$ cat src/verilog/bfq_pkg.sv
/*
  Shared constants for the two-way queue port block: data width, queue depth,
  occupancy width and flag levels after reset.
  Assumes every user of it runs on the one block clock.
*/
package bfq_pkg;
  localparam int DATA_W = 36;
  localparam int QDEPTH = 8;
  localparam int CNT_W = 4;
  localparam logic [CNT_W-1:0] QDEPTH_CNT = 4'h8;
  localparam logic RST_EMPTY_OR_READY = 1'h0;
  localparam logic RST_FULL_OR_SPACE = 1'h0;
  localparam logic RST_ALMOST_EMPTY = 1'h0;
  localparam logic RST_ALMOST_FULL = 1'h1;
  localparam logic RST_MAIL_FLAG_N = 1'h1;
  localparam logic [DATA_W-1:0] RST_WORD = 36'h0;
endpackage : bfq_pkg

$ cat src/verilog/bfq_fifo_if.sv
/*
  Valid/ready carrier between the port logic and one queue.
  Assumes both ends share one clock.
*/
interface bfq_fifo_if #(
  parameter int WIDTH = 36,
  parameter int CW = 4
);
  logic in_valid;
  logic in_ready;
  logic [WIDTH-1:0] in_data;
  logic out_valid;
  logic out_ready;
  logic [WIDTH-1:0] out_data;
  logic [CW-1:0] count;

  modport fifo (
    input in_valid, in_data, out_ready,
    output in_ready, out_valid, out_data, count
  );
  modport user (
    output in_valid, in_data, out_ready,
    input in_ready, out_valid, out_data, count
  );
endinterface : bfq_fifo_if

$ cat src/verilog/bfq_fifo.sv
/*
  Flip-flop queue with valid/ready on both sides and an occupancy count.
  Assumes one clock and an asynchronous active-high reset.
*/
module bfq_fifo #(
  parameter int WIDTH = 36,
  parameter int DEPTH = 8,
  parameter int CW = 4
) (
  // Clock and reset
  input wire logic clk,
  input wire logic rst,
  // Queue port
  bfq_fifo_if.fifo q
);
  localparam int AW = (DEPTH > 1) ? $clog2(DEPTH) : 1;

  typedef struct packed {
    logic [DEPTH-1:0][WIDTH-1:0] mem;
    logic [AW-1:0] wr;
    logic [AW-1:0] rd;
    logic [CW-1:0] cnt;
  } bfq_fifo_st_t;

  bfq_fifo_st_t st_reg;
  bfq_fifo_st_t st_next;
  logic push;
  logic pop;

  function automatic logic [AW-1:0] bfq_inc(input logic [AW-1:0] p);
    if (p == AW'(DEPTH - 1)) begin
      bfq_inc = '0;
    end else begin
      bfq_inc = p + AW'(1);
    end
  endfunction : bfq_inc

  assign q.in_ready = (st_reg.cnt != CW'(DEPTH));
  assign q.out_valid = (st_reg.cnt != '0);
  assign q.out_data = st_reg.mem[st_reg.rd];
  assign q.count = st_reg.cnt;
  assign push = q.in_valid & q.in_ready;
  assign pop = q.out_ready & q.out_valid;

  always_comb begin
    st_next = st_reg;
    if (push) begin
      st_next.mem[st_reg.wr] = q.in_data;
      st_next.wr = bfq_inc(st_reg.wr);
    end
    if (pop) begin
      st_next.rd = bfq_inc(st_reg.rd);
    end
    if (push && !pop) begin
      st_next.cnt = st_reg.cnt + CW'(1);
    end else if (pop && !push) begin
      st_next.cnt = st_reg.cnt - CW'(1);
    end
  end

  always_ff @(posedge clk or posedge rst) begin
    if (rst) begin
      st_reg <= '0;
    end else begin
      st_reg <= st_next;
    end
  end
endmodule : bfq_fifo

$ cat src/verilog/bfq_bidir_port.sv
/*
  Two-way queue device: port A writes into the A-to-B queue and reads the
  B-to-A queue, port B the reverse, each with a mailbox word as bypass.
  Standard or fall-through timing, full/empty and programmable almost flags.
  Assumes port clocks and controls are synchronous levels sampled on mclk;
  a port acts on the mclk cycle in which its port clock is seen rising.
*/
// Summary of operation
// Port A almost-empty low when B-to-A count<=offset
// Port B almost-empty low when A-to-B count<=offset
// Port A almost-full low when A-to-B free<=offset
// Port B almost-full low when B-to-A free<=offset
// Each port has 36-bit two-way data
// Mode sampled at reset: high standard, low fall-through
// Controller holds mode input steady afterwards
// Port A acts only on its clock rise; fall-through refills its output stage on any mclk edge
// Port B acts only on its clock rise; fall-through refills its output stage on any mclk edge
// Transfers need active-low select asserted
// Deselected port data outputs are released
// Transfers need enable high
// Port A empty/ready per mode, B-to-A queue
// Port B empty/ready per mode, A-to-B queue
// Port A full/space per mode, A-to-B queue
// Port B full/space per mode, B-to-A queue
// Direction: A high writes, B low writes
// Mailbox select steers between queue and mailbox
// Flags are active low when condition holds
module bfq_bidir_port (
  // Clock and reset
  input wire logic mclk,
  input wire logic rst,
  // Mode strap
  input wire logic timing_mode_select,
  // Port A control
  input wire logic porta_clock,
  input wire logic porta_select_n,
  input wire logic porta_enable,
  input wire logic porta_direction,
  input wire logic porta_mailbox_select,
  // Port A data pins
  input wire logic [bfq_pkg::DATA_W-1:0] porta_data_in,
  output logic [bfq_pkg::DATA_W-1:0] porta_data_out,
  output logic porta_data_oe,
  // Port A flags
  output logic porta_empty_or_ready,
  output logic porta_full_or_space,
  output logic porta_almost_empty,
  output logic porta_almost_full,
  // Port B control
  input wire logic portb_clock,
  input wire logic portb_select_n,
  input wire logic portb_enable,
  input wire logic portb_direction,
  input wire logic portb_mailbox_select,
  // Port B data pins
  input wire logic [bfq_pkg::DATA_W-1:0] portb_data_in,
  output logic [bfq_pkg::DATA_W-1:0] portb_data_out,
  output logic portb_data_oe,
  // Port B flags
  output logic portb_empty_or_ready,
  output logic portb_full_or_space,
  output logic portb_almost_empty,
  output logic portb_almost_full,
  // Almost-flag offsets
  input wire logic [bfq_pkg::CNT_W-1:0] a2b_empty_offset,
  input wire logic [bfq_pkg::CNT_W-1:0] b2a_empty_offset,
  input wire logic [bfq_pkg::CNT_W-1:0] a2b_full_offset,
  input wire logic [bfq_pkg::CNT_W-1:0] b2a_full_offset,
  // Mailbox flags, low while a word waits
  output logic mail_a2b_flag_n,
  output logic mail_b2a_flag_n
);
  import bfq_pkg::*;

  typedef struct packed {
    logic mode_taken;
    logic fwft;
    logic a_clk_prev;
    logic b_clk_prev;
    logic a_stage_valid;
    logic b_stage_valid;
    logic [DATA_W-1:0] a_stage;
    logic [DATA_W-1:0] b_stage;
    logic a_view_mail;
    logic b_view_mail;
    logic [DATA_W-1:0] a_mail_out;
    logic [DATA_W-1:0] b_mail_out;
    logic [DATA_W-1:0] mail_a2b;
    logic [DATA_W-1:0] mail_b2a;
    logic mail_a2b_n;
    logic mail_b2a_n;
    logic a_eor;
    logic a_fos;
    logic a_ae;
    logic a_af;
    logic b_eor;
    logic b_fos;
    logic b_ae;
    logic b_af;
  } bfq_top_st_t;

  localparam bfq_top_st_t ST_RESET = '{
    mode_taken: 1'h0, fwft: 1'h0, a_clk_prev: 1'h0, b_clk_prev: 1'h0,
    a_stage_valid: 1'h0, b_stage_valid: 1'h0,
    a_stage: RST_WORD, b_stage: RST_WORD,
    a_view_mail: 1'h0, b_view_mail: 1'h0,
    a_mail_out: RST_WORD, b_mail_out: RST_WORD,
    mail_a2b: RST_WORD, mail_b2a: RST_WORD,
    mail_a2b_n: RST_MAIL_FLAG_N, mail_b2a_n: RST_MAIL_FLAG_N,
    a_eor: RST_EMPTY_OR_READY, a_fos: RST_FULL_OR_SPACE,
    a_ae: RST_ALMOST_EMPTY, a_af: RST_ALMOST_FULL,
    b_eor: RST_EMPTY_OR_READY, b_fos: RST_FULL_OR_SPACE,
    b_ae: RST_ALMOST_EMPTY, b_af: RST_ALMOST_FULL
  };

  bfq_top_st_t st_reg;
  bfq_top_st_t st_next;

  bfq_fifo_if #(.WIDTH(DATA_W), .CW(CNT_W)) a_to_b_queue ();
  bfq_fifo_if #(.WIDTH(DATA_W), .CW(CNT_W)) b_to_a_queue ();

  bfq_fifo #(.WIDTH(DATA_W), .DEPTH(QDEPTH), .CW(CNT_W)) u_a_to_b (
    .clk(mclk),
    .rst(rst),
    .q(a_to_b_queue.fifo)
  );

  bfq_fifo #(.WIDTH(DATA_W), .DEPTH(QDEPTH), .CW(CNT_W)) u_b_to_a (
    .clk(mclk),
    .rst(rst),
    .q(b_to_a_queue.fifo)
  );

  // Port access qualifier: clock rise, selected, enabled
  function automatic logic bfq_port_go(input logic rise, input logic sel_n,
                                       input logic en);
    bfq_port_go = rise & ~sel_n & en;
  endfunction : bfq_port_go

  // Flag condition: value at or below offset
  function automatic logic bfq_at_or_below(input logic [CNT_W-1:0] val,
                                           input logic [CNT_W-1:0] off);
    bfq_at_or_below = (val <= off);
  endfunction : bfq_at_or_below

  logic a_rise;
  logic b_rise;
  logic a_go;
  logic b_go;
  logic a_wr;
  logic a_rd;
  logic b_wr;
  logic b_rd;
  logic a_rd_queue;
  logic b_rd_queue;
  logic a_pop;
  logic b_pop;
  logic [CNT_W-1:0] a_occ;
  logic [CNT_W-1:0] b_occ;
  logic [CNT_W-1:0] a2b_free;
  logic [CNT_W-1:0] b2a_free;

  assign a_rise = porta_clock & ~st_reg.a_clk_prev;
  assign b_rise = portb_clock & ~st_reg.b_clk_prev;
  // Nothing moves before the mode has been taken
  assign a_go = st_reg.mode_taken & bfq_port_go(a_rise, porta_select_n, porta_enable);
  assign b_go = st_reg.mode_taken & bfq_port_go(b_rise, portb_select_n, portb_enable);
  assign a_wr = a_go & porta_direction;
  assign a_rd = a_go & ~porta_direction;
  assign b_wr = b_go & ~portb_direction;
  assign b_rd = b_go & portb_direction;
  assign a_rd_queue = a_rd & ~porta_mailbox_select;
  assign b_rd_queue = b_rd & ~portb_mailbox_select;

  // Writes into the queues; a write to a full queue is dropped
  assign a_to_b_queue.in_valid = a_wr & ~porta_mailbox_select;
  assign a_to_b_queue.in_data = porta_data_in;
  assign b_to_a_queue.in_valid = b_wr & ~portb_mailbox_select;
  assign b_to_a_queue.in_data = portb_data_in;

  // Pops: standard on a read, fall-through refills the output stage
  always_comb begin
    if (st_reg.fwft) begin
      a_pop = b_to_a_queue.out_valid & (~st_reg.a_stage_valid | a_rd_queue);
      b_pop = a_to_b_queue.out_valid & (~st_reg.b_stage_valid | b_rd_queue);
    end else begin
      a_pop = b_to_a_queue.out_valid & a_rd_queue;
      b_pop = a_to_b_queue.out_valid & b_rd_queue;
    end
  end

  assign b_to_a_queue.out_ready = a_pop;
  assign a_to_b_queue.out_ready = b_pop;

  // Occupancy seen by each reader includes a held fall-through word
  assign a_occ = b_to_a_queue.count + CNT_W'(st_reg.fwft & st_reg.a_stage_valid);
  assign b_occ = a_to_b_queue.count + CNT_W'(st_reg.fwft & st_reg.b_stage_valid);
  assign a2b_free = QDEPTH_CNT - a_to_b_queue.count;
  assign b2a_free = QDEPTH_CNT - b_to_a_queue.count;

  always_comb begin
    st_next = st_reg;
    st_next.a_clk_prev = porta_clock;
    st_next.b_clk_prev = portb_clock;

    // Strap caught on the first edge after reset release
    if (!st_reg.mode_taken) begin
      st_next.mode_taken = 1'h1;
      st_next.fwft = ~timing_mode_select;
    end

    // Port A read path
    if (a_pop) begin
      st_next.a_stage = b_to_a_queue.out_data;
      st_next.a_stage_valid = st_reg.fwft;
    end else if (a_rd_queue && st_reg.fwft) begin
      st_next.a_stage_valid = 1'h0;
    end
    if (a_rd_queue) begin
      st_next.a_view_mail = 1'h0;
    end else if (a_rd) begin
      st_next.a_view_mail = 1'h1;
      st_next.a_mail_out = st_reg.mail_b2a;
      st_next.mail_b2a_n = 1'h1;
    end

    // Port B read path
    if (b_pop) begin
      st_next.b_stage = a_to_b_queue.out_data;
      st_next.b_stage_valid = st_reg.fwft;
    end else if (b_rd_queue && st_reg.fwft) begin
      st_next.b_stage_valid = 1'h0;
    end
    if (b_rd_queue) begin
      st_next.b_view_mail = 1'h0;
    end else if (b_rd) begin
      st_next.b_view_mail = 1'h1;
      st_next.b_mail_out = st_reg.mail_a2b;
      st_next.mail_a2b_n = 1'h1;
    end

    // Mailbox writes, refused while a word still waits; set wins over clear
    if (a_wr && porta_mailbox_select && st_reg.mail_a2b_n) begin
      st_next.mail_a2b = porta_data_in;
      st_next.mail_a2b_n = 1'h0;
    end
    if (b_wr && portb_mailbox_select && st_reg.mail_b2a_n) begin
      st_next.mail_b2a = portb_data_in;
      st_next.mail_b2a_n = 1'h0;
    end

    // Port A flags move only on its clock rise
    if (a_rise && st_reg.mode_taken) begin
      if (st_reg.fwft) begin
        st_next.a_eor = st_reg.a_stage_valid;
      end else begin
        st_next.a_eor = b_to_a_queue.out_valid;
      end
      st_next.a_fos = a_to_b_queue.in_ready;
      st_next.a_ae = ~bfq_at_or_below(a_occ, b2a_empty_offset);
      st_next.a_af = ~bfq_at_or_below(a2b_free, a2b_full_offset);
    end

    // Port B flags move only on its clock rise
    if (b_rise && st_reg.mode_taken) begin
      if (st_reg.fwft) begin
        st_next.b_eor = st_reg.b_stage_valid;
      end else begin
        st_next.b_eor = a_to_b_queue.out_valid;
      end
      st_next.b_fos = b_to_a_queue.in_ready;
      st_next.b_ae = ~bfq_at_or_below(b_occ, a2b_empty_offset);
      st_next.b_af = ~bfq_at_or_below(b2a_free, b2a_full_offset);
    end
  end

  always_ff @(posedge mclk or posedge rst) begin
    if (rst) begin
      st_reg <= ST_RESET;
    end else begin
      st_reg <= st_next;
    end
  end

  // Data pins driven only while selected for reading
  assign porta_data_oe = ~porta_select_n & ~porta_direction;
  assign portb_data_oe = ~portb_select_n & portb_direction;
  assign porta_data_out = st_reg.a_view_mail ? st_reg.a_mail_out : st_reg.a_stage;
  assign portb_data_out = st_reg.b_view_mail ? st_reg.b_mail_out : st_reg.b_stage;

  assign porta_empty_or_ready = st_reg.a_eor;
  assign porta_full_or_space = st_reg.a_fos;
  assign porta_almost_empty = st_reg.a_ae;
  assign porta_almost_full = st_reg.a_af;
  assign portb_empty_or_ready = st_reg.b_eor;
  assign portb_full_or_space = st_reg.b_fos;
  assign portb_almost_empty = st_reg.b_ae;
  assign portb_almost_full = st_reg.b_af;
  assign mail_a2b_flag_n = st_reg.mail_a2b_n;
  assign mail_b2a_flag_n = st_reg.mail_b2a_n;
endmodule : bfq_bidir_port

$ cat config.mk
export PLATFORM = sky130hd
export DESIGN_NAME = bfq_bidir_port
export DESIGN_NICKNAME = d
export VERILOG_FILES = /design/src/verilog/bfq_pkg.sv /design/src/verilog/bfq_fifo_if.sv /design/src/verilog/bfq_fifo.sv /design/src/verilog/bfq_bidir_port.sv
export SDC_FILE = /design/constraint.sdc
export NUM_CORES = 2
export LEC_CHECK = 0
export BUFFER_PORTS_ARGS = -buffer_cell sky130_fd_sc_hd__buf_2
export CAP_MARGIN = 25
export CORE_MARGIN = 3
export CORE_UTILIZATION = 59
export CTS_CLUSTER_SIZE = 12
export DETAILED_ROUTE_END_ITERATION = 16
export PLACE_DENSITY = 0.81
export SYNTH_ARGS = -nofsm -noshare
export SYNTH_HDL_FRONTEND = slang
export SYNTH_SLANG_ARGS = --single-unit
$ cat constraint.sdc
create_clock -name mclk -period 72 [get_ports mclk]
set_input_delay 7.2 -clock mclk [delete_from_list [all_inputs] [get_ports mclk]]
set_output_delay 7.2 -clock mclk [all_outputs]
set_load 0.05 [all_outputs]
== Word level (Yosys, flattened, before mapping) ==
Cells that the tools add are included.
Storage, ports and cells
  register bits: 830
  output and inout port bits: 84
Cells by class
  add/subtract/negate cells: 12
  reduce and logical (&&, ||, !) cells: 32
  muxes and demuxes: 36
  $lt $le $gt $ge: 10
  bitwise gates (word level): 47
  equal/unequal tests: 8
Operators with widths (number)
  $bwmux W288: 2
  $bmux W36 S3: 2
  $demux W36 S3: 2
  $mux W36: 6
  $and A1 B1 Y1: 28
  $not A1 Y1: 17
  $le A4 B4 Y1: 4
  $lt A3 B4 Y1 const B: 4
  $mux W1: 16
  $mux W4: 4
  $reduce_bool A2 Y1: 8
  $logic_and A1 B1 Y1: 14
  $add A3 B1 Y3 const B: 4
  $eq A3 B3 Y1 const B: 4
  $mux W3: 4
  $add A4 B1 Y4: 2
  $add A4 B1 Y4 const B: 2
  $ne A4 B4 Y1 const B: 2
  $reduce_and A2 Y1: 4
  $reduce_bool A4 Y1: 2
  $sub A4 B1 Y4 const B: 2
  $sub A4 B4 Y4 const A: 2
  $ge A3 B1 Y1 const B: 2
  $logic_not A1 Y1: 4
  other kinds (2): 4

== Depth between registers and ports, before layout ==
  depth in word-level cells: 14
  gate-level depth with buffers: 13
  gate-level depth less buffers: 13

== Cells and area by module ==
From an unflattened synthesis, not the netlist that was laid out.
Second synthesis, totals
  cells, all modules: 2286
  area total of the unflattened synthesis: 37648.6 um2
By module, submodules not included
  bfq_fifo at u_a_to_b: cells an instance 804, seq. area each 7457.2 um2, area an instance 13767.0 um2, times used 1
  bfq_fifo at u_b_to_a: cells an instance 800, seq. area each 7457.2 um2, area an instance 13588.0 um2, times used 1
  bfq_bidir_port: cells an instance 682, seq. area each 5860.6 um2, area an instance 10293.6 um2, times used 1

== Worst setup path after synthesis ==
OpenSTA, ideal clock, no wires.
  path type: input port to output port
  start point: in porta_direction
  end point: out porta_data_oe
  stages on the path: 2
  required time: 64.800 ns
  slack: 56.716 ns
  arrival: 8.084 ns
  path buffers: 1
  cell sequence: clkbuf_1 nor2_1
On the way
  longest elaborated chain between the ends: 2
Ends and longest elaborated chain
  start, declared: line bfq_bidir_port.sv:38  | input wire logic porta_direction,
  $not A1 Y1: line bfq_bidir_port.sv:286  | assign porta_data_oe = ~porta_select_n & ~porta_direction;
  $and A1 B1 Y1: line bfq_bidir_port.sv:286
  end, declared: line bfq_bidir_port.sv:43  | output logic porta_data_oe,
No other way between the ends.

== Worst setup path in the final report ==
  start point: in portb_direction
  end point: out portb_data_oe
On the way
  longest elaborated chain between the ends: 1
Ends and longest elaborated chain
  start, declared: line bfq_bidir_port.sv:53  | input wire logic portb_direction,
  $and A1 B1 Y1: line bfq_bidir_port.sv:287  | assign portb_data_oe = ~portb_select_n & portb_direction;
  end, declared: line bfq_bidir_port.sv:58  | output logic portb_data_oe,
No other way between the ends.

==> run summary <==
Setup repair after global routing left no endpoint under its margin. The synthesis-to-layout area growth came out at 12.8%. The clock skew after layout is 20.9 ps. Clock tree synthesis selected as its root buffer the cell sky130_fd_sc_hd__clkbuf_16. The minimum clock period is 14,980 ps. The number of gates resized after cts is 0. The number of hold buffers added after CTS is 0. The pre-CTS worst setup slack is 57,020 ps. The final weighted congestion of routability-driven global placement came out at 0.770. STA classifies the critical path startpoint as an input pin. The distinct cell type count after synthesis came out at 48. The quantity of I/O buffers inserted on ports came out at 184. The top-area cell type share of the netlist area is 55.9%. The final-stage net count came out at 2,607. The prevailing post-synth register cell is sky130_fd_sc_hd__dfrtp_1. In the finished design, the share of the clock period the worst path needs comes to 20.8%. The fmax came out at 66.8 MHz. The power per cell area came out at 27.6 nW/um^2. The number of global-route vias before repair came to 22,500. In the synthesized netlist the async set-or-reset flop fraction comes to 100%. The number of remaining DRC errors came out at 0. The max-slew headroom at the worst pin is 32.8%.

Global routing used 24.9% of the available tracks. The final design instance area without fill is 41,700 sq um. The number of register bits inferred by synthesis is 830. The count of routing violations after the opening detailed-route iteration is 1,104.

Using the TritonRoute via totals, the vias-per-cell ratio works out to 6.09. The die is 256 um wide. The row count is 91. For the worst setup path, the data required time is 64,800 ps. At the pin with the least slew margin, the transition time is 1010 ps. For this run, the number of Yosys warnings is 0. The average wire per cell in the routed design is 24.0 um. The post-route netlist has 57.3% of its cells at a drive strength greater than 1.

Detailed routing inserted a total of 20,500 vias. The run finished with clean final reports. The final number of setup-violating endpoints came out at 0. The detailed-routing iteration count for the pre-antenna-repair pass is 5. The average instance area after synthesis came out at 16.2 sq um. The depth of the CTS H-tree is 3. The longest clock path from root to sink contains 3 buffers. The tightest hold path in the finished design has a slack of 475 ps.

Along the worst path, the maximum fanout reaches 7. TritonCTS built the clock tree. The area of the die is 65,700 sq um. The leakage power figure is 20.9 nW. In the final timing run, aggregate negative setup slack is 0 ps.

Across the VDD grid, the largest voltage drop is 0.0199 mV. The placed instance count is 3,209. The global-route wire length before repair came out at 128,000 um. Sequential cells were found to cover 56.2% of the synthesized design area. The number of synthesized flops with an enable pin came out at 0. The clock network latency to the later pin of the worst-skew pair is 640 ps.

The slack of the critical path is 57,020 ps. The final number of hold-violating endpoints is 0. The type of the worst min-delay path is reg -> reg. The cell type with the highest aggregate area in the netlist is sky130_fd_sc_hd__dfrtp_1. The remaining number of nets flagged by the antenna check after routing is 0.

The worst setup path is of the in -> out kind. The signal arrival time at the worst endpoint is 7780 ps. The total grt overflow is 0. Across the run, the number of max-cap violations was 0. Yosys attributes the largest share of cell area to sky130_fd_sc_hd__dfrtp_1, sky130_fd_sc_hd__mux2_2, sky130_fd_sc_hd__mux4_2, sky130_fd_sc_hd__ha_1, sky130_fd_sc_hd__mux2_1.

The count of buffers added by post-CTS timing repair for setup is 0. The placed wire-length estimate after detailed placement is 46,700 um. The number of CTS-inserted buffers came out at 86.

The count of placed standard cells in the final layout, fillers left out came out at 3,364. Clock tree synthesis found a total of 830 sinks. The initial antenna violation count came out at 14. The total length of routed wires came out at 80,800 um. The net count of the mapped netlist came out at 2,420. In the post-synthesis netlist, the cell with the most instances is sky130_fd_sc_hd__mux2_2. The die is 256 um tall. The register clock-pin slew on the reported worst setup and hold paths is 60 ps. The endpoint class of the critical path is an output pin. The synthesized netlist occupies a cell area of 36,900 sq um. The I/O pin count is 185. The number of slew-limit violations in the final report was 0. The instance count of the mapped netlist came out at 2,281. By count the netlist is led by sky130_fd_sc_hd__mux2_2, sky130_fd_sc_hd__dfrtp_1, sky130_fd_sc_hd__mux4_2.

The starting density of the core is 59.8%. The pin count of the biggest net entering global routing came out at 192. The area of the placeable core is 61,800 sq um.

The post-detailed-placement cell area is 38,800 sq um.
critical path, stage by stage:
cell and delay [ps]:
sky130_fd_sc_hd__buf_2 170, sky130_fd_sc_hd__nor2b_1 140, sky130_fd_sc_hd__buf_2 260
cell families after synthesis:
| kind of cell | share of synthesized area (%) |
|---|---|
| flops | 56.2 |
| xor+xnor | 0.284 |
| mux | 38.0 |
| buf+inv | 1.79 |
| simple gates | 1.84 |
| fa+ha+maj | 1.33 |
| compound gates | 0.566 |
| other cells | 0.0101 |
through the flow:
step | total power, mW | utilization, %
2_1_floorplan | 0.678 | -
3_3_place_gp | 0.720 | 62.7
3_5_place_dp | 0.731 | 62.7
4_1_cts | 1.16 | 67.0
5_1_grt | 1.20 | 67.4
6_report | 1.15 | 67.4
power by group:
group / switching, mW / total (mW) / internal (mW)
logic: 0.109 / 0.204 / 0.0947
clock network: 0.180 / 0.423 / 0.243
registers: 0.0295 / 0.521 / 0.492
metal layers:
layer	vias to the layer above	track usage, %	routed length (um)
met5	-	0	92
met4	14	7.25	1920
met3	158	5.37	4210
met2	419	42.3	40900
met1	11100	32.7	33700
li1	8825	-	-
path summary, 6_finish.rpt:
kind                                             startpoint                              end  cells after the start  slack [ps]
worst max-delay path                        portb_direction                    portb_data_oe                      3       57020
worst max register to register        st_reg[233]$_DFF_PP0_  u_a_to_b.q.count[3]$_DFFE_PP0P_                     11       67770
max in group asynchronous                               rst           st_reg[18]$_DFFE_PP0P_                      7       63240
worst min-delay path            mail_a2b_flag_n$_DFFE_PP1P_      mail_a2b_flag_n$_DFFE_PP1P_                      2         470
min in group asynchronous                               rst  u_a_to_b.q.count[0]$_DFFE_PP0P_                      2        6480
worst min register to register  mail_a2b_flag_n$_DFFE_PP1P_      mail_a2b_flag_n$_DFFE_PP1P_                      2         470
placed cells by master, fill, tap and decap left out, types with 3 or more instances in the layout:
master                         n
sky130_fd_sc_hd__clkinvlp_4    3
sky130_fd_sc_hd__nand3_2       4
sky130_fd_sc_hd__clkbuf_16    88
sky130_fd_sc_hd__buf_2       184
sky130_fd_sc_hd__a21oi_1       7
sky130_fd_sc_hd__nand4_2       3
sky130_fd_sc_hd__o21ai_0      10
sky130_fd_sc_hd__clkbuf_1     25
sky130_fd_sc_hd__nor4_4        3
sky130_fd_sc_hd__dfstp_2       4
sky130_fd_sc_hd__mux2i_1       7
sky130_fd_sc_hd__nand2b_1      4
sky130_fd_sc_hd__buf_4        37
sky130_fd_sc_hd__diode_2       4
sky130_fd_sc_hd__or3b_2        3
sky130_fd_sc_hd__dfrtp_1     819
sky130_fd_sc_hd__nor2b_1      13
sky130_fd_sc_hd__nor3_4        4
sky130_fd_sc_hd__buf_16        8
sky130_fd_sc_hd__mux2_2      918
sky130_fd_sc_hd__nand4_1       8
sky130_fd_sc_hd__xnor2_1       8
sky130_fd_sc_hd__dfrtp_2       5
sky130_fd_sc_hd__xor2_1        4
sky130_fd_sc_hd__o31ai_1       4
sky130_fd_sc_hd__clkbuf_8     14
sky130_fd_sc_hd__clkinv_2      6
sky130_fd_sc_hd__ha_1         36
sky130_fd_sc_hd__mux4_2      144
sky130_fd_sc_hd__nor2_1       20
sky130_fd_sc_hd__inv_1        24
sky130_fd_sc_hd__nor3_1        9
sky130_fd_sc_hd__nand3_1       3
sky130_fd_sc_hd__nand2_1      19
sky130_fd_sc_hd__mux2_1       33
sky130_fd_sc_hd__o21a_1        4
area by class of cell:
| class | instances | area (sq um) |
|---|---|---|
| Antenna cell | 4 | 10.0 |
| Clock buffer | 127 | 2490 |
| Clock inverter | 16 | 183 |
| Fill cell | 4101 | 20200 |
| Inverter | 25 | 101 |
| Multi-Input combinational cell | 1294 | 15600 |
| Sequential cell | 830 | 20800 |
| Tap cell | 837 | 1050 |
| Timing Repair Buffer | 231 | 1460 |
Note: power is estimated with default switching activity, not from simulation.
